--- src/common/cpw_regs.svh ---
// Purpose: Constants for the complementary PWM channel
// Assumes: Included by bare name after the package
// Notes:   Definitions only
`ifndef CPW_REGS_SVH
`define CPW_REGS_SVH

// Counter width and the half width of the crest/trough window in counts
`define CPW_CNT_WIDTH      16
`define CPW_WIN_COUNTS     2
// Reset values of the duty chain and of the outputs
`define CPW_DUTY_RESET     16'h0000
`define CPW_POS_RESET      1'b0
`define CPW_NEG_RESET      1'b0
// Mode select encoding
`define CPW_MODE_TWO       1'b0
`define CPW_MODE_THREE     1'b1

`endif

--- src/common/cpw_pkg.sv ---
// Purpose: Types for the complementary PWM channel
// Assumes: Nothing
// Notes:   One-hot counter direction states
`default_nettype none

package cpw_pkg;

    typedef enum logic [2:0] {
        CPW_IDLE = 3'b001,
        CPW_UP   = 3'b010,
        CPW_DOWN = 3'b100
    } cpw_state_t;

    typedef enum logic {
        CPW_M2 = 1'b0,
        CPW_M3 = 1'b1
    } cpw_mode_t;

endpackage : cpw_pkg

`default_nettype wire

--- src/logic/cpw_duty_chain.sv ---
// Purpose: Duty buffer, temporary and active compare registers
// Assumes: One transfer tick per transfer point
// Notes:   Both stages move on the same edge so the pair stays coherent
`default_nettype none
`include "cpw_regs.svh"

module cpw_duty_chain
    import cpw_pkg::*;
#(
    parameter int W = `CPW_CNT_WIDTH
) (
    input  wire logic         clk,
    input  wire logic         rst_n,
    input  wire logic         dutyWrite,
    input  wire logic [W-1:0] dutyWriteData,
    input  wire logic         transferTick,
    output logic      [W-1:0] dutyBufferValue,
    output logic      [W-1:0] dutyTemporaryValue,
    output logic      [W-1:0] dutyCompareValue
);

    logic [W-1:0] duty_buffer_reg;
    logic [W-1:0] duty_temporary_reg;
    logic [W-1:0] duty_compare_reg;

    always_ff @(posedge clk or negedge rst_n) begin
        if (!rst_n) begin
            duty_buffer_reg    <= W'(`CPW_DUTY_RESET);
            duty_temporary_reg <= W'(`CPW_DUTY_RESET);
            duty_compare_reg   <= W'(`CPW_DUTY_RESET);
        end else begin
            if (dutyWrite) begin
                duty_buffer_reg <= dutyWriteData;
            end
            if (transferTick) begin
                duty_temporary_reg <= duty_buffer_reg;
                duty_compare_reg   <= duty_temporary_reg;
            end
        end
    end

    assign dutyBufferValue    = duty_buffer_reg;
    assign dutyTemporaryValue = duty_temporary_reg;
    assign dutyCompareValue   = duty_compare_reg;

endmodule // cpw_duty_chain

`default_nettype wire

--- src/logic/cpw_channel.sv ---
// Purpose: One complementary PWM channel with near-zero duty handling
// Assumes: Period above twice the window width; software writes duty
// Notes:   Counter runs trough to crest and back, outputs start at trough
//
// Operation
// - Compare register match turns positive phase on
// - Temporary register match turns positive phase off
// - Already-off positive phase stays off cleanly
// - Earlier off in half-cycle blocks on
// - Simultaneous negative on and off: no change
// - Compare match turns negative phase off
// - Temporary match turns negative phase on
// - Same switching for either write window
// - Mode two accepts writes around the crest
// - Modes two and three, start at trough
`default_nettype none
`include "cpw_regs.svh"

module cpw_channel
    import cpw_pkg::*;
#(
    parameter int W       = `CPW_CNT_WIDTH,
    parameter int WIN_CNT = `CPW_WIN_COUNTS
) (
    input  wire logic         clk,
    input  wire logic         rst_n,
    input  wire logic         runEnable,
    input  wire logic         modeSelect,
    input  wire logic [W-1:0] carrierPeriodCompare,
    input  wire logic         dutyWrite,
    input  wire logic [W-1:0] dutyWriteData,
    output logic              positivePhase,
    output logic              negativePhase,
    output logic      [W-1:0] counterValue,
    output logic              counterUp,
    output logic              inCountingWindow,
    output logic              inCrestTroughWindow
);

    localparam logic [W-1:0] WinCount = W'(WIN_CNT);
    localparam logic [W-1:0] OneCount = W'(1);

    cpw_state_t   state_reg;
    cpw_state_t   state_next;
    logic [W-1:0] count_reg;
    logic [W-1:0] count_next;
    logic         outActive_reg;
    logic         offSeen_reg;
    logic         offSeen_next;
    logic         positive_reg;
    logic         positive_next;
    logic         negative_reg;
    logic         negative_next;

    wire logic [W-1:0] dutyBufferValue;
    wire logic [W-1:0] dutyTemporaryValue;
    wire logic [W-1:0] dutyCompareValue;

    // Counter position decode
    wire logic atCrest     = (count_reg == carrierPeriodCompare);
    wire logic atTrough    = (count_reg == '0);
    wire logic isUp        = (state_reg == CPW_UP);
    wire logic isDown      = (state_reg == CPW_DOWN);
    wire logic running     = isUp | isDown;
    wire logic crestWin    = running &
                             (count_reg >= (carrierPeriodCompare - WinCount));
    wire logic troughWin   = running & (count_reg <= WinCount);
    wire logic crestLeave  = isDown &
                             (count_reg == (carrierPeriodCompare - WinCount));
    wire logic troughLeave = isUp & (count_reg == WinCount);
    wire logic turnAround  = (isUp & atCrest) | (isDown & atTrough);
    wire logic startAtBase = (state_reg == CPW_IDLE) & runEnable;
    wire logic modeThree   = (modeSelect == `CPW_MODE_THREE);

    // mode two takes up on leaving the crest window
    // mode three also takes up on leaving the trough window
    // Taking up at the window exit means a write anywhere before it counts
    wire logic transferTick = crestLeave | (modeThree & troughLeave);

    // Compare matches, qualified by active output
    // Run level gates at once, so the stop edge never switches a phase on
    wire logic outLive  = outActive_reg & runEnable;
    wire logic cmpMatch = outLive & (count_reg == dutyCompareValue);
    wire logic tmpMatch = outLive & (count_reg == dutyTemporaryValue);

    // zero duty is a buffer value equal to the period, so the match
    // lands on the crest; no special case is needed here

    // write timing never reaches the switching decode
    cpw_duty_chain #(
        .W (W)
    ) u_duty_chain (
        .clk                (clk),
        .rst_n              (rst_n),
        .dutyWrite          (dutyWrite),
        .dutyWriteData      (dutyWriteData),
        .transferTick       (transferTick),
        .dutyBufferValue    (dutyBufferValue),
        .dutyTemporaryValue (dutyTemporaryValue),
        .dutyCompareValue   (dutyCompareValue)
    );

    // Counter direction machine
    always_comb begin
        state_next = state_reg;
        count_next = count_reg;
        case (state_reg)
            CPW_IDLE: begin
                count_next = '0;
                if (runEnable) begin
                    state_next = CPW_UP;
                end
            end
            CPW_UP: begin
                if (!runEnable) begin
                    state_next = CPW_IDLE;
                    count_next = '0;
                end else if (atCrest) begin
                    state_next = CPW_DOWN;
                    count_next = count_reg - OneCount;
                end else begin
                    count_next = count_reg + OneCount;
                end
            end
            CPW_DOWN: begin
                if (!runEnable) begin
                    state_next = CPW_IDLE;
                    count_next = '0;
                end else if (atTrough) begin
                    state_next = CPW_UP;
                    count_next = count_reg + OneCount;
                end else begin
                    count_next = count_reg - OneCount;
                end
            end
            default: begin
                state_next = CPW_IDLE;
                count_next = '0;
            end
        endcase
    end

    // off seen in this half-cycle, cleared at the turn
    always_comb begin
        offSeen_next = offSeen_reg;
        if (turnAround | !running) begin
            offSeen_next = 1'b0;
        end
        if (tmpMatch) begin
            offSeen_next = 1'b1;
        end
    end

    // Positive phase: off wins over on, earlier off blocks later on
    always_comb begin
        positive_next = positive_reg;
        if (!outLive) begin
            positive_next = `CPW_POS_RESET;
        end else if (tmpMatch) begin
            positive_next = 1'b0;
        end else if (cmpMatch && !offSeen_reg) begin
            positive_next = 1'b1;
        end
    end

    // Negative phase: compare match off, temporary match on
    always_comb begin
        negative_next = negative_reg;
        if (!outLive) begin
            negative_next = `CPW_NEG_RESET;
        end else if (cmpMatch && tmpMatch) begin
            negative_next = negative_reg;
        end else if (cmpMatch) begin
            negative_next = 1'b0;
        end else if (tmpMatch) begin
            negative_next = 1'b1;
        end
    end

    always_ff @(posedge clk or negedge rst_n) begin
        if (!rst_n) begin
            state_reg <= CPW_IDLE;
            count_reg <= '0;
        end else begin
            state_reg <= state_next;
            count_reg <= count_next;
        end
    end

    // outputs come alive at the trough where counting starts
    always_ff @(posedge clk or negedge rst_n) begin
        if (!rst_n) begin
            outActive_reg <= 1'b0;
        end else if (!runEnable) begin
            outActive_reg <= 1'b0;
        end else if (startAtBase) begin
            outActive_reg <= 1'b1;
        end
    end

    always_ff @(posedge clk or negedge rst_n) begin
        if (!rst_n) begin
            offSeen_reg  <= 1'b0;
            positive_reg <= `CPW_POS_RESET;
            negative_reg <= `CPW_NEG_RESET;
        end else begin
            offSeen_reg  <= offSeen_next;
            positive_reg <= positive_next;
            negative_reg <= negative_next;
        end
    end

    // Phase outputs straight from flip-flops to keep gate drive glitch free
    assign positivePhase       = positive_reg;
    assign negativePhase       = negative_reg;
    assign counterValue        = count_reg;
    assign counterUp           = isUp;
    assign inCrestTroughWindow = crestWin | troughWin;
    assign inCountingWindow    = running & !(crestWin | troughWin);

endmodule // cpw_channel

`default_nettype wire

--- config.mk ---
export PLATFORM = sky130hd
export DESIGN_NAME = cpw_channel
export DESIGN_NICKNAME = d
export VERILOG_FILES = /design/src/common/cpw_pkg.sv /design/src/logic/cpw_duty_chain.sv /design/src/logic/cpw_channel.sv
export VERILOG_INCLUDE_DIRS = /design/src /design/src/common
export SDC_FILE = /design/constraint.sdc
export NUM_CORES = 1
export LEC_CHECK = 0
export BUFFER_PORTS_ARGS = -buffer_cell sky130_fd_sc_hd__buf_2
export CAP_MARGIN = 20
export CORE_UTILIZATION = 38
export DETAILED_ROUTE_END_ITERATION = 10
export PLACE_DENSITY = 0.65
export SYNTH_ARGS = -nofsm -noshare
export SYNTH_HDL_FRONTEND = slang
export SYNTH_HIERARCHICAL = 1
export SYNTH_SLANG_ARGS = --single-unit
--- constraint.sdc ---
create_clock -name clk -period 3.8 [get_ports clk]
set_input_delay 0 -clock clk [delete_from_list [all_inputs] [get_ports clk]]
set_output_delay 0 -clock clk [all_outputs]
set_load 0.05 [all_outputs]
==> impl_results.md <==
* Power Dens Cells at 358 nW/µm²
* Psw at 0.611 mW
* Compound-Gate Fraction of Synth Area at 0.0997
* Wire length per cell at 16.1 µm
* Die Span X at 114 µm
* # rows at 40
* #FFs+latches synth at 71
* Worst vdd ir at 0.000318 V
* Worst reg2reg setup slack at 910 ps
* Overflow after GRT at 0
* Syn Area/Cell at 10.6 µm²
* Synth Area in Adders at 0.0521
* Largest family of logic cells by synthesized area: simple AND/OR/NAND/NOR gates
* Clk sinks at 71
* Asr flop ratio synth at 1.00
* Yosys warns at 6
* Predominant post-synthesis flop cell: dfrtp_1
* Post-CTS Setup Bufs at 0
* CTS H-tree lvls at 3
* Top-area cell type share of the netlist area at 0.364
* Fin nets at 576
* Highest-delay cell along the critical path: nor4_1
* Largest delay share family, worst path: simple AND/OR/NAND/NOR gates
* Max Slew Vio Count at 0
* Crit share post-route at 0.797
* Final Hold Vio Count at 0
* CTS Buf Count at 9
* Starting Density at 0.395
* # diodes at 0
* Worst Path Class, Setup: in2out
* # resized after CTS at 0
* Synth Area in XOR/XNOR at 0.109
* Antenna violations before repair at 0
* CP Launch Type: input pin
* Sw frac at 0.304
* Largest cells by area after synthesis: dfrtp_1, mux2_4, xor2_1, ha_1, xnor2_1
* Tmin final at 3030 ps
* Commonest non-fill, non-tap cells in the layout: dfrtp_1, buf_2, mux2_4
* Clock Latency Late Sink at 340 ps
* Final hold slack at 111 ps
* Detail Route Antenna Nets at 0
* RSZ-0062 raised after global routing: no
* First-pass GRT wire length at 18.5 mm
* Synth cell types at 60
* Post-route DRC at 0
* Status: finished clean
* Worst hold path class: in2async
* Slew margin rel. at 0.540
* Commonest non-fill, non-tap cell in the layout: dfrtp_1
* FF-to-FF Start: counterValue[11]
* Share of cells above drive strength 1 at 0.277
* GPL Wtd Cong at 0.826
* Net Count, Synth at 511
* Gate power share at 0.189
* Full die area at 13100 µm²
* Detailed-route via count at 3734
* Mapped cell area at 4810 µm²
* Largest net degree at the start of global routing at 56
* Buf+Inv Stages, Crit Path at 2
* Most area-hungry cell type in the Yosys netlist: dfrtp_1
* Fmax at 330 MHz
* Final TNS setup at 0 ps
* Final Setup Violations at 0
* Sequential share of power at 0.420
* Pre-antenna DRT Iters at 5
* Core region area at 12200 µm²
* Req. time, crit path at 3800 ps
* Hold-fix buffers, CTS at 18
* Crit path DAT at 3030 ps
* Die Height at 114 µm
* Final Util at 0.462
* Total wire length at 11.1 mm
* Mux cell area share after synthesis at 0.151
* Synthesis-to-finish area growth at 16.8%
* Number of global-route vias before repair at 3775
* Worst Tran Pin Value at 690 ps
* CTS tree: built
* HPWL Detailed at 8.08 mm
* CP endpoint kind: output pin
* Max-Cap Viols at 0
* Clk root buf: clkbuf_16
* Crit-path max cell delay at 530 ps
* I/O pin count at 58
* Internal Power at 1.40 mW
* Number of flops mapped to enable cells by yosys at 0
* Setup Skew at 7.46 ps
* Sequential-to-total area share from yosys stat at 0.370
* RR Endpoint: u_duty_chain/dutyCompareValue[15]
* Clock share of power at 0.390
* R2R depth at 7
* Mapped Cells at 454
* CP Cell Sequence: buf_2 -> nor4_1 -> nand2_1 -> or3_1 -> xor2_1 -> ha_1 -> and3_1 -> nand2_1 -> nor4_1 -> nor2_1 -> and3_1 -> a21boi_0 -> buf_2
* Clock Tree Buf Depth at 2
* Drt initial violations at 173
* Port Buf Inserts at 57
* Post-synthesis simple-gate area fraction at 0.167
* Overall Global Routing Usage at 0.181
* CP max FO at 5
* Clock transition at the registers of the reported paths at 60 ps
* Vias per cell at 5.40
* Leak at 2.67 nW
-- per-stage QoR --
stage	setup slack (ps)	instance area [µm²]	cells	total power [mW]
after floorplan	577	4810	454	1.11
after global placement	545	5160	658	1.21
after detailed placement	469	5160	658	1.23
after CTS	789	5620	692	2.03
after global routing	545	5620	692	2.11
final	770	5620	692	2.01
-- worst register-to-register path, delay by kind of cell, from the launching register on --
family | cells | cell delay, ps
buffers and inverters | 1 | 250
flip-flops | 1 | 540
multiplexers | 1 | 410
AO/OA/AOI/OAI | 1 | 200
AND/OR/NAND/NOR | 4 | 1370
-- worst max path at each step --
stage                       startpoint                           endpoint  slack, ps  depth (start not counted)
2_1_floorplan  carrierPeriodCompare[3]                inCrestTroughWindow        580                         11
3_3_place_gp   carrierPeriodCompare[3]  u_duty_chain/dutyCompareValue[15]        550                         13
3_5_place_dp   carrierPeriodCompare[3]  u_duty_chain/dutyCompareValue[15]        470                         13
4_1_cts        carrierPeriodCompare[3]                inCrestTroughWindow        790                         13
5_1_grt        carrierPeriodCompare[3]                inCrestTroughWindow        540                         13
6_report       carrierPeriodCompare[3]                inCrestTroughWindow        770                         13
-- synth_stat cells, types with 7 or more instances --
master / count
a31oi_1: 7
nor4_1: 13
dfrtp_1: 70
xor2_1: 35
nor3_1: 17
o21ai_0: 10
mux2_4: 40
nand4_1: 14
nor2_1: 30
inv_1: 7
nand2_1: 28
nand3_1: 7
xnor2_1: 25
nor2b_1: 7
buf_2: 13
a21oi_1: 16
ha_1: 20
mux2_2: 9
-- final cells by class --
class                           instances  area [µm²]
Inverter                                8        30.0
Clock buffer                           10         229
Timing Repair Buffer                   82         531
Clock inverter                          6        45.0
Sequential cell                        71        1780
Fill cell                            1137        6550
Tap cell                              168         210
Multi-Input combinational cell        347        2790
-- routing by layer --
| layer | up-vias | routed length (µm) | track usage |
|---|---|---|---|
| met4 | 0 | 190 | 0.0675 |
| li1 | 1776 | - | - |
| met2 | 112 | 5410 | 0.310 |
| met5 | - | 0 | 0 |
| met1 | 1826 | 5050 | 0.232 |
| met3 | 20 | 480 | 0.0259 |
-- power groups by stage --
stage               Combinational (mW)  Clock, mW  Sequential (mW)
CTS                              0.383      0.801            0.846
finish                           0.381      0.786            0.846
floorplan                        0.254          0            0.857
global placement                 0.355          0            0.858
global route                     0.419      0.834            0.852
detailed placement               0.367          0            0.859
-- logic make-up (layout without fill, tap and decap cells) --
logic type | Yosys count | count (layout)
mux | 50 | 50
buf+inv | 36 | 106
simple gates | 148 | 148
flops | 71 | 71
compound gates | 69 | 69
xor+xnor | 60 | 60
fa+ha+maj | 20 | 20
Note: power is estimated with default switching activity, not from simulation.
